### src/shared/mctr_regs.vh
// Purpose: Register indices, field values and reset values of the temperature result and alert block.
// Assumes: Byte address on APB is four times the register index.
// Notes: Definitions only.
`ifndef MCTR_REGS_VH
`define MCTR_REGS_VH

// ----------------------------------------------------------------------------
// Register indices (byte address = index * 4)
// ----------------------------------------------------------------------------
`define MCTR_IDX_RES_FIRST 10'h000
`define MCTR_IDX_RES_LAST 10'h008
`define MCTR_IDX_HYST 10'h020
`define MCTR_IDX_FAULT 10'h021
`define MCTR_IDX_STAT 10'h022
`define MCTR_IDX_MASK 10'h023
`define MCTR_IDX_ALERT 10'h024
`define MCTR_IDX_BUSADDR 10'h025
`define MCTR_IDX_BPTR 10'h026
`define MCTR_IDX_BDATA 10'h027
`define MCTR_IDX_LIM1_FIRST 10'h030
`define MCTR_IDX_LIM1_LAST 10'h038
`define MCTR_IDX_LIM2_FIRST 10'h040
`define MCTR_IDX_LIM2_LAST 10'h048
`define MCTR_IDX_MIR_FIRST 10'h080
`define MCTR_IDX_MIR_LAST 10'h088

// ----------------------------------------------------------------------------
// Block read pointer range
// ----------------------------------------------------------------------------
`define MCTR_BPTR_FIRST 8'h80
`define MCTR_BPTR_LAST 8'h88

// ----------------------------------------------------------------------------
// Data format and reset values
// ----------------------------------------------------------------------------
`define MCTR_SHORT_CODE 16'h8000
`define MCTR_LOW_ZERO 3'b000
`define MCTR_RES_RST 16'h0000
`define MCTR_LIMIT_RST 16'h7FF8
`define MCTR_HYST_RST 16'h0500
`define MCTR_HYST_MASK 16'h7FF8
`define MCTR_STAT_OPEN_LSB 0
`define MCTR_STAT_PRIM_BIT 8
`define MCTR_STAT_SEC_BIT 9
`define MCTR_STAT_W 10
`define MCTR_SEC_ALERT_LSB 16
`define MCTR_BASE_BUS_ADDR 7'h48
`define MCTR_LOCAL_CHAN 4'h0
`define MCTR_LAST_CHAN 4'h8

`endif

### src/logic/mctr_top.v
// Purpose: Result store, fault flags, block reads and two overtemperature alerts for nine channels.
// Assumes: APB slave with zero wait states; front end delivers one frame per conversion.
// Notes: Channel 0 is local, channels 1 to 8 are remote diodes.
//
// What this block does
// - thirteen-bit results, one sixteenth degree each
// - negative temperatures in two's complement
// - word spans minus 256 to 255.9375
// - result left-justified, three low zeros
// - high byte two degrees per count
// - shorted diode reads most negative code
// - open comparator watched, sets fault flag
// - one hysteresis shared by both alerts
// - alerts follow programmed limits
// - strap pin picks one of four addresses
// - one local plus eight remote results
// - mirror at 80h-88h, block reads there only
//
// Added by the designer: the APB interface to the registers and the placing of the registers.
`timescale 1ns/100ps
`default_nettype none
`include "mctr_regs.vh"

module mctr_top #(
  parameter NCHAN = 9,
  parameter RES_BITS = 13
) (
  // Clock and reset
  input wire pclk,
  input wire presetn,
  // APB slave
  input wire psel,
  input wire penable,
  input wire pwrite,
  input wire [11:0] paddr,
  input wire [31:0] pwdata,
  output wire pready,
  output reg [31:0] prdata,
  output reg pslverr,
  // Front-end conversion link
  input wire fe_clk,
  input wire fe_frame,
  input wire fe_data,
  input wire fe_open,
  input wire fe_short,
  input wire [3:0] fe_chan,
  // Address strap
  input wire [1:0] addr_sel,
  // Alerts and interrupt
  output reg primary_overtemp_alert_n,
  output reg secondary_overtemp_alert,
  output reg irq
);

  // --------------------------------------------------------------------------
  // Declarations
  // --------------------------------------------------------------------------
  reg [15:0] result [0:NCHAN-1];
  reg [15:0] limit1 [0:NCHAN-1];
  reg [15:0] limit2 [0:NCHAN-1];
  reg [15:0] hyst;
  reg [7:0] remote_open_fault_flag;
  reg [`MCTR_STAT_W-1:0] stat;
  reg [`MCTR_STAT_W-1:0] mask;
  reg [`MCTR_STAT_W-1:0] stat_set;
  reg [7:0] bptr;
  reg [6:0] bus_addr;
  reg [1:0] sel_a;
  reg [1:0] sel_b;
  reg [1:0] strap_cnt;
  reg prim_d;
  reg sec_d;
  reg [31:0] rd_data;
  reg rd_ok;
  reg wr_ok;
  wire [NCHAN-1:0] prim_vec;
  wire [NCHAN-1:0] sec_vec;
  wire prim_any = |prim_vec;
  wire sec_any = |sec_vec;
  wire conv_done;
  wire [3:0] conv_chan;
  wire [15:0] conv_word;
  wire conv_open;
  wire conv_short;
  wire [3:0] rch = conv_chan - 4'h1;
  wire conv_remote = (conv_chan != `MCTR_LOCAL_CHAN) && (conv_chan <= `MCTR_LAST_CHAN);
  wire conv_valid = conv_chan <= `MCTR_LAST_CHAN;
  wire [9:0] idx = paddr[11:2];
  wire setup = psel & ~penable;
  wire access = psel & penable;
  wire wr_acc = access & pwrite & ~pslverr;
  wire rd_acc = access & ~pwrite & ~pslverr;
  integer i;
  integer j;

  // Values between the pointer range limits, both limits included, are the only legal block pointers.
  function in_range;
    input [9:0] v;
    input [9:0] lo;
    input [9:0] hi;
    begin
      in_range = (v >= lo) && (v <= hi);
    end
  endfunction

  function [31:0] word32;
    input [15:0] w;
    begin
      word32 = {16'h0000, w};
    end
  endfunction

  assign pready = 1'b1;

  // --------------------------------------------------------------------------
  // Conversion link
  // --------------------------------------------------------------------------
  mctr_link #(
    .RES_BITS(RES_BITS)
  ) u_link (
    .pclk(pclk),
    .presetn(presetn),
    .fe_clk(fe_clk),
    .fe_frame(fe_frame),
    .fe_data(fe_data),
    .fe_open(fe_open),
    .fe_short(fe_short),
    .fe_chan(fe_chan),
    .conv_done(conv_done),
    .conv_chan(conv_chan),
    .conv_word(conv_word),
    .conv_open(conv_open),
    .conv_short(conv_short)
  );

  // --------------------------------------------------------------------------
  // Result store and fault flags
  // --------------------------------------------------------------------------
  always @(posedge pclk or negedge presetn) begin
    if (!presetn) begin
      for (i = 0; i < NCHAN; i = i + 1) begin
        result[i] <= `MCTR_RES_RST;
      end
      remote_open_fault_flag <= 8'h00;
    end else if (conv_done && conv_valid) begin
      result[conv_chan] <= conv_word;
      if (conv_remote && conv_short) begin
        result[conv_chan] <= `MCTR_SHORT_CODE;
      end
      if (conv_remote) begin
        remote_open_fault_flag[rch[2:0]] <= conv_open;
      end
    end
  end

  // --------------------------------------------------------------------------
  // Alert comparators
  // --------------------------------------------------------------------------
  genvar g;
  generate
    for (g = 0; g < NCHAN; g = g + 1) begin : gen_alert
      mctr_alert u_prim (
        .pclk(pclk),
        .presetn(presetn),
        .result(result[g]),
        .limit(limit1[g]),
        .hyst(hyst),
        .alert(prim_vec[g])
      );
      mctr_alert u_sec (
        .pclk(pclk),
        .presetn(presetn),
        .result(result[g]),
        .limit(limit2[g]),
        .hyst(hyst),
        .alert(sec_vec[g])
      );
    end
  endgenerate

  // Registering the pins costs one cycle but keeps glitches of the channel OR off the board.
  always @(posedge pclk or negedge presetn) begin
    if (!presetn) begin
      primary_overtemp_alert_n <= 1'b1;
      secondary_overtemp_alert <= 1'b0;
      prim_d <= 1'b0;
      sec_d <= 1'b0;
    end else begin
      primary_overtemp_alert_n <= ~prim_any;
      secondary_overtemp_alert <= sec_any;
      prim_d <= prim_any;
      sec_d <= sec_any;
    end
  end

  // --------------------------------------------------------------------------
  // Address strap
  // --------------------------------------------------------------------------
  always @(posedge pclk or negedge presetn) begin
    if (!presetn) begin
      sel_a <= 2'b00;
      sel_b <= 2'b00;
      strap_cnt <= 2'b00;
      bus_addr <= `MCTR_BASE_BUS_ADDR;
    end else begin
      sel_a <= addr_sel;
      sel_b <= sel_a;
      // The strap is taken once the second stage holds a pin sample, never the reset zeros.
      if (strap_cnt != 2'b11) begin
        strap_cnt <= strap_cnt + 2'b01;
      end
      if (strap_cnt == 2'b10) begin
        bus_addr <= `MCTR_BASE_BUS_ADDR | {5'b00000, sel_b};
      end
    end
  end

  // --------------------------------------------------------------------------
  // Register decode
  // --------------------------------------------------------------------------
  always @* begin
    rd_data = 32'h0000_0000;
    rd_ok = 1'b1;
    wr_ok = 1'b0;
    if (in_range(idx, `MCTR_IDX_RES_FIRST, `MCTR_IDX_RES_LAST)) begin
      rd_data = word32(result[idx[3:0]]);
    end else if (in_range(idx, `MCTR_IDX_MIR_FIRST, `MCTR_IDX_MIR_LAST)) begin
      rd_data = word32(result[idx[3:0]]);
    end else if (in_range(idx, `MCTR_IDX_LIM1_FIRST, `MCTR_IDX_LIM1_LAST)) begin
      rd_data = word32(limit1[idx[3:0]]);
      wr_ok = 1'b1;
    end else if (in_range(idx, `MCTR_IDX_LIM2_FIRST, `MCTR_IDX_LIM2_LAST)) begin
      rd_data = word32(limit2[idx[3:0]]);
      wr_ok = 1'b1;
    end else begin
      case (idx)
        `MCTR_IDX_HYST: begin
          rd_data = word32(hyst);
          wr_ok = 1'b1;
        end
        `MCTR_IDX_FAULT: begin
          rd_data = {24'h00_0000, remote_open_fault_flag};
        end
        `MCTR_IDX_STAT: begin
          rd_data = {22'h00_0000, stat};
          wr_ok = 1'b1;
        end
        `MCTR_IDX_MASK: begin
          rd_data = {22'h00_0000, mask};
          wr_ok = 1'b1;
        end
        `MCTR_IDX_ALERT: begin
          rd_data = {7'h00, sec_vec, 7'h00, prim_vec};
        end
        `MCTR_IDX_BUSADDR: begin
          rd_data = {25'h000_0000, bus_addr};
        end
        `MCTR_IDX_BPTR: begin
          rd_data = {24'h00_0000, bptr};
          wr_ok = in_range({2'b00, pwdata[7:0]}, {2'b00, `MCTR_BPTR_FIRST}, {2'b00, `MCTR_BPTR_LAST}) &&
                  (pwdata[31:8] == 24'h00_0000);
        end
        `MCTR_IDX_BDATA: begin
          rd_data = word32(result[bptr[3:0]]);
        end
        default: begin
          rd_ok = 1'b0;
        end
      endcase
    end
  end

  // --------------------------------------------------------------------------
  // APB slave
  // --------------------------------------------------------------------------
  always @(posedge pclk or negedge presetn) begin
    if (!presetn) begin
      prdata <= 32'h0000_0000;
      pslverr <= 1'b0;
    end else if (setup) begin
      prdata <= pwrite ? 32'h0000_0000 : rd_data;
      pslverr <= pwrite ? ~wr_ok : ~rd_ok;
    end else if (access) begin
      pslverr <= 1'b0;
    end
  end

  always @(posedge pclk or negedge presetn) begin
    if (!presetn) begin
      for (j = 0; j < NCHAN; j = j + 1) begin
        limit1[j] <= `MCTR_LIMIT_RST;
        limit2[j] <= `MCTR_LIMIT_RST;
      end
      hyst <= `MCTR_HYST_RST;
      mask <= {`MCTR_STAT_W{1'b0}};
      bptr <= `MCTR_BPTR_FIRST;
    end else begin
      if (wr_acc) begin
        if (in_range(idx, `MCTR_IDX_LIM1_FIRST, `MCTR_IDX_LIM1_LAST)) begin
          limit1[idx[3:0]] <= {pwdata[15:3], `MCTR_LOW_ZERO};
        end
        if (in_range(idx, `MCTR_IDX_LIM2_FIRST, `MCTR_IDX_LIM2_LAST)) begin
          limit2[idx[3:0]] <= {pwdata[15:3], `MCTR_LOW_ZERO};
        end
        if (idx == `MCTR_IDX_HYST) begin
          hyst <= pwdata[15:0] & `MCTR_HYST_MASK;
        end
        if (idx == `MCTR_IDX_MASK) begin
          mask <= pwdata[`MCTR_STAT_W-1:0];
        end
        if (idx == `MCTR_IDX_BPTR) begin
          bptr <= pwdata[7:0];
        end
      end
      if (rd_acc && (idx == `MCTR_IDX_BDATA)) begin
        bptr <= (bptr == `MCTR_BPTR_LAST) ? `MCTR_BPTR_FIRST : bptr + 8'h01;
      end
    end
  end

  // --------------------------------------------------------------------------
  // Interrupt status
  // --------------------------------------------------------------------------
  always @* begin
    stat_set = {`MCTR_STAT_W{1'b0}};
    if (conv_done && conv_remote && conv_open) begin
      stat_set[`MCTR_STAT_OPEN_LSB + rch[2:0]] = 1'b1;
    end
    stat_set[`MCTR_STAT_PRIM_BIT] = prim_any & ~prim_d;
    stat_set[`MCTR_STAT_SEC_BIT] = sec_any & ~sec_d;
  end

  // A new event in the cycle of a write-one-to-clear keeps its bit set.
  always @(posedge pclk or negedge presetn) begin
    if (!presetn) begin
      stat <= {`MCTR_STAT_W{1'b0}};
      irq <= 1'b0;
    end else begin
      if (wr_acc && (idx == `MCTR_IDX_STAT)) begin
        stat <= (stat & ~pwdata[`MCTR_STAT_W-1:0]) | stat_set;
      end else begin
        stat <= stat | stat_set;
      end
      irq <= |(stat & mask);
    end
  end

endmodule // mctr_top
`default_nettype wire

### src/logic/mctr_link.v
// Purpose: Samples the front-end conversion link on pclk and delivers one finished result per frame.
// Assumes: Channel number is stable for the whole frame; data bits shift in on link clock rising edges.
// Notes: Link clock is sampled, not used as a clock.
`timescale 1ns/100ps
`default_nettype none
`include "mctr_regs.vh"

module mctr_link #(
  parameter RES_BITS = 13
) (
  // Clock and reset
  input wire pclk,
  input wire presetn,
  // Front-end link pins
  input wire fe_clk,
  input wire fe_frame,
  input wire fe_data,
  input wire fe_open,
  input wire fe_short,
  input wire [3:0] fe_chan,
  // Finished conversion
  output reg conv_done,
  output reg [3:0] conv_chan,
  output reg [15:0] conv_word,
  output reg conv_open,
  output reg conv_short
);

  // --------------------------------------------------------------------------
  // Synchronisers
  // --------------------------------------------------------------------------
  // The channel bits cross as a bus; this is safe only because they never move inside a frame.
  reg [8:0] sync_a;
  reg [8:0] sync_b;
  reg clk_d;
  reg frame_d;
  reg [RES_BITS-1:0] shift;
  reg open_seen;
  reg short_seen;
  wire s_clk = sync_b[8];
  wire s_frame = sync_b[7];
  wire s_data = sync_b[6];
  wire s_open = sync_b[5];
  wire s_short = sync_b[4];
  wire [3:0] s_chan = sync_b[3:0];
  wire clk_rise = s_clk & ~clk_d;
  wire frame_rise = s_frame & ~frame_d;
  wire frame_fall = ~s_frame & frame_d;

  always @(posedge pclk or negedge presetn) begin
    if (!presetn) begin
      sync_a <= 9'h000;
      sync_b <= 9'h000;
    end else begin
      sync_a <= {fe_clk, fe_frame, fe_data, fe_open, fe_short, fe_chan};
      sync_b <= sync_a;
    end
  end

  // --------------------------------------------------------------------------
  // Frame capture
  // --------------------------------------------------------------------------
  always @(posedge pclk or negedge presetn) begin
    if (!presetn) begin
      clk_d <= 1'b0;
      frame_d <= 1'b0;
      shift <= {RES_BITS{1'b0}};
      open_seen <= 1'b0;
      short_seen <= 1'b0;
      conv_done <= 1'b0;
      conv_chan <= 4'h0;
      conv_word <= `MCTR_RES_RST;
      conv_open <= 1'b0;
      conv_short <= 1'b0;
    end else begin
      clk_d <= s_clk;
      frame_d <= s_frame;
      conv_done <= 1'b0;
      if (frame_rise) begin
        open_seen <= s_open;
        short_seen <= s_short;
      end else if (s_frame) begin
        open_seen <= open_seen | s_open;
        short_seen <= short_seen | s_short;
      end
      if (s_frame && clk_rise) begin
        shift <= {shift[RES_BITS-2:0], s_data};
      end
      if (frame_fall) begin
        conv_done <= 1'b1;
        conv_chan <= s_chan;
        conv_word <= {shift, `MCTR_LOW_ZERO};
        conv_open <= open_seen;
        conv_short <= short_seen;
      end
    end
  end

endmodule // mctr_link
`default_nettype wire

### src/logic/mctr_alert.v
// Purpose: One overtemperature comparator with hysteresis for one channel and one limit.
// Assumes: Result, limit and hysteresis share the left-justified two's-complement word format.
// Notes: Hysteresis is never negative.
`timescale 1ns/100ps
`default_nettype none

module mctr_alert (
  // Clock and reset
  input wire pclk,
  input wire presetn,
  // Compare operands
  input wire [15:0] result,
  input wire [15:0] limit,
  input wire [15:0] hyst,
  // Alert state
  output reg alert
);

  wire signed [16:0] res_s = {result[15], result};
  wire signed [16:0] lim_s = {limit[15], limit};
  wire signed [16:0] rel_s = lim_s - $signed({1'b0, hyst});

  always @(posedge pclk or negedge presetn) begin
    if (!presetn) begin
      alert <= 1'b0;
    end else if (!alert && (res_s > lim_s)) begin
      alert <= 1'b1;
    end else if (alert && (res_s < rel_s)) begin
      alert <= 1'b0;
    end
  end

endmodule // mctr_alert
`default_nettype wire

### config.mk
export PLATFORM = sky130hd
export DESIGN_NAME = mctr_top
export DESIGN_NICKNAME = d
export VERILOG_FILES = /design/src/logic/mctr_top.v /design/src/logic/mctr_link.v /design/src/logic/mctr_alert.v
export VERILOG_INCLUDE_DIRS = /design/src /design/src/shared
export SDC_FILE = /design/constraint.sdc
export NUM_CORES = 2
export LEC_CHECK = 0
export BUFFER_PORTS_ARGS = -buffer_cell sky130_fd_sc_hd__clkbuf_2
export CORE_UTILIZATION = 25
export DETAILED_ROUTE_END_ITERATION = 16
export HOLD_SLACK_MARGIN = 0.02
export PLACE_DENSITY = 0.48
export REMOVE_ABC_BUFFERS = 1
export SLEW_MARGIN = 15
export SYNTH_ARGS = -nofsm -noshare
export SYNTH_HDL_FRONTEND = slang
export SYNTH_HIERARCHICAL = 1
export SYNTH_SLANG_ARGS = --single-unit
### constraint.sdc
create_clock -name pclk -period 4.5 [get_ports pclk]
set_clock_uncertainty 0.15 [all_clocks]
set_input_delay 0.9 -clock pclk [delete_from_list [all_inputs] [get_ports pclk]]
set_output_delay 0.9 -clock pclk [all_outputs]
set_load 0.1 [all_outputs]
==> flow_metrics.env <==
export IMPL_status="complete, no violations"
export IMPL_cts_tree="done"
export IMPL_grtUsageTotal_pct=21.6
export IMPL_synth_top_area_share_pct=19.8
export IMPL_drc=0
export IMPL_layout_drive_gt1_share_pct=18.5
export IMPL_core_area_um2=220000
export IMPL_synth_cells=6129
export IMPL_synth_top_flop_cell="dfrtp_1"
export IMPL_cp_required_ns=4.88
export IMPL_crit_path_end_kind="register"
export IMPL_synth_most_common_cell="ha_1"
export IMPL_yosys_top_cells_area="ha_1 20%, dfrtp_1 14%, dfstp_2 10%"
export IMPL_r2r_start="hyst[10]$_DFFE_PN1P_"
export IMPL_grt_max_degree=148
export IMPL_first_iter_violations=4281
export IMPL_cts_num_sinks=537
export IMPL_pwr_density_cell_nw_per_um2=315
export IMPL_die_w_um=472
export IMPL_yosysUniqueCellTypes=102
export IMPL_synth_seq_cells=537
export IMPL_max_freq_ghz=0.246
export IMPL_viasPerCell=5.30
export IMPL_p_int_mw=11.5
export IMPL_dieArea_um2=222000
export IMPL_hold_path_class="in2reg"
export IMPL_setup_slack_ns=0.430
export IMPL_drv_slew=0
export IMPL_place_congestion=1.00
export IMPL_sw_frac_of_total_pct=41.8
export IMPL_drt_wirelength_per_cell_um=26.2
export IMPL_synth_edf_count=0
export IMPL_grt_pass1_vias=47388
export IMPL_gr_total_overflow=0
export IMPL_period_share_pct=90.4
export IMPL_dp_slack_ns=0.380
export IMPL_start_util_pct=25.1
export IMPL_clock_path_buffers=3
export IMPL_grt_setup_unrepaired="no"
export IMPL_drt_total_wl_mm=247
export IMPL_path_clk_slew_ns=0.07
export IMPL_hold_slack_ns=0.184
export IMPL_synth_seq_area_share_pct=24.9
export IMPL_cts_setup_buffers=0
export IMPL_synth_warnings=6
export IMPL_combPwrFrac_pct=35.8
export IMPL_fin_nets=7425
export IMPL_place_hpwl_mm=192
export IMPL_fin_setup_tns_ns=0
export IMPL_startpoint="hyst[10]$_DFFE_PN1P_"
export IMPL_rows=172
export IMPL_synth_common_cells="872 x ha_1, 691 x inv_1, 435 x nand2_1"
export IMPL_max_slew_margin_pct=26.6
export IMPL_clkPwrFrac_pct=28.7
export IMPL_avgSynthCellArea_um2=9.00
export IMPL_io_buffers=86
export IMPL_synthArstFlopShare_pct=100
export IMPL_syn2layout_area_growth_pct=13.8
export IMPL_clk_latency_ns=0.68
export IMPL_peakVddDrop_v=0.000241
export IMPL_crit_path_max_fanout=8
export IMPL_reg2reg_slack_ns=0.43
export IMPL_grt_pass1_wl_mm=347
export IMPL_htree_levels=3
export IMPL_grt_antenna_before_repair=34
export IMPL_netlist_area_um2=55100
export IMPL_cp_start_kind="register"
export IMPL_pwr_share_seq_pct=35.6
export IMPL_yosysTopAreaCell="ha_1"
export IMPL_num_io_pins=97
export IMPL_switching_power_mw=8.28
export IMPL_period_minus_slack_ns=4.07
export IMPL_maxCapViolCount=0
export IMPL_worstMarginPinSlew_ns=1.10
export IMPL_setup_violations=0
export IMPL_drt_pre_antenna_iters=6
export IMPL_hold_viol_final=0
export IMPL_dieHeight_um=472
export IMPL_hold_path_startpoint="addr_sel[0]"
export IMPL_vias=49875
export IMPL_cts_buffers=68
export IMPL_post_route_util_pct=28.6
export IMPL_power_leakage_nw=28.0
export IMPL_ant_nets=0
export IMPL_arrival_ns=4.45
export IMPL_root_buffer="clkbuf_16"
export IMPL_path_class="reg2reg"
[logic make-up (layout without fill, tap and decap cells)]
family	count (synthesis)	after routing	share of synthesized area [%]
AOI/OAI and AO/OA	1660	1660	20.4
and+or+nand+nor	1485	1485	13.7
adders and majority gates	890	890	20.4
buffers and inverters	867	1062	6.24
DFF	537	537	24.9
muxes	508	508	11.5
xor gates and xnor gates	179	179	2.84
other	3	222	0.0204
[metrics by stage]
step	cell area, um^2	power, mW	cells
after floorplan	55100	10.8	6160
after global placement	60500	13.8	9275
after detailed placement	60500	14.0	9275
after CTS	62700	19.7	9401
after global routing	62700	20.9	9406
final	62800	19.8	9414
[placed cells by master (no fill, tap or decap), types with 29 or more instances in the layout]
| cell type | instances |
|---|---|
| ha_1 | 872 |
| inv_1 | 691 |
| nand2_1 | 435 |
| a21oi_1 | 425 |
| o21ai_0 | 358 |
| mux2_2 | 316 |
| dfrtp_1 | 315 |
| nor2_1 | 310 |
| dfstp_2 | 220 |
| conb_1 | 209 |
| buf_4 | 147 |
| a21o_1 | 126 |
| nand4_1 | 123 |
| mux2i_1 | 118 |
| nand3_1 | 116 |
| xor2_1 | 115 |
| nor2b_1 | 83 |
| clkbuf_2 | 83 |
| o211ai_1 | 81 |
| nor4_1 | 79 |
| o21a_1 | 76 |
| clkbuf_16 | 70 |
| xnor2_1 | 64 |
| nor3_1 | 63 |
| mux4_2 | 63 |
| and3_1 | 55 |
| a211oi_1 | 54 |
| o22ai_1 | 53 |
| a21oi_2 | 50 |
| or2_2 | 44 |
| nand2b_1 | 43 |
| a2111oi_0 | 36 |
| a2bb2oi_1 | 34 |
| o311ai_0 | 32 |
| a311oi_1 | 29 |
[worst paths after layout]
kind                                                              end  cells past startpoint
min in group asynchronous                  u_link/sync_a[8]$_DFF_PN0_                      2
max in group asynchronous                      result[63]$_DFFE_PN0P_                      3
worst max-delay path            gen_alert[5].u_prim/alert$_DFFE_PN0P_                     13
worst max register to register  gen_alert[5].u_prim/alert$_DFFE_PN0P_                     13
worst min-delay path                               sel_a[0]$_DFF_PN0_                      1
worst min register to register                     sel_b[1]$_DFF_PN0_                      0
[state kept, by name, indices dropped and copies added, names as in the netlist, 9 cells and up]
register	flops
u_link/sync_b	9
mask	10
u_link/sync_a	9
limit2	117
gen_alert.u_prim/alert	9
result	144
u_link/conv_word	13
prdata	25
gen_alert.u_sec/alert	9
u_link/shift	13
stat	10
limit1	117
hyst	12
[cell type report]
| cell class | count | area (um^2) |
|---|---|---|
| inverter | 692 | 2600 |
| fill | 23352 | 157000 |
| clock buffer | 85 | 1880 |
| sequential | 537 | 13700 |
| antenna | 13 | 32.5 |
| clock inverter | 40 | 364 |
| tap | 2871 | 3590 |
| multi-input combinational | 4931 | 38800 |
| timing repair buffer | 245 | 1800 |
[timing repair]
action	in CTS	in global routing
gates resized for setup	0	0
hold endpoints to repair	18	0
hold buffers	1	0
endpoints found under the setup margin	0	0
[per-layer routing]
metal / GRT usage, % / share of wire, % / wire length, um
met5: 0 / 0.031 / 77
met4: 11.2 / 5.5 / 13600
met2: 34.7 / 45 / 111000
met3: 2.44 / 5.7 / 14000
met1: 28.5 / 44 / 108000
[power groups by stage]
stage          Sequential, mW  Combinational (mW)  Clock [mW]
2_1_floorplan            6.02                4.79           0
4_1_cts                  7.01                6.94        5.77
3_5_place_dp             7.10                6.90           0
3_3_place_gp             7.08                6.74           0
5_1_grt                  7.03                7.92        5.95
6_report                 7.04                7.09        5.67
[worst max-delay path: stages, from the launching register on]
cell and delay [ns]:
dfstp_2 0.79, buf_4 0.34, inv_1 0.11, ha_1 0.38, or2_2 0.31, a21oi_1 0.33
a2111oi_1 0.12, a311oi_1 0.37, ha_1 0.31, and3_1 0.18, o21ai_0 0.14, o21ai_0 0.18
nand2_1 0.11, o22ai_1 0.08
Note: power is estimated with default switching activity, not from simulation.
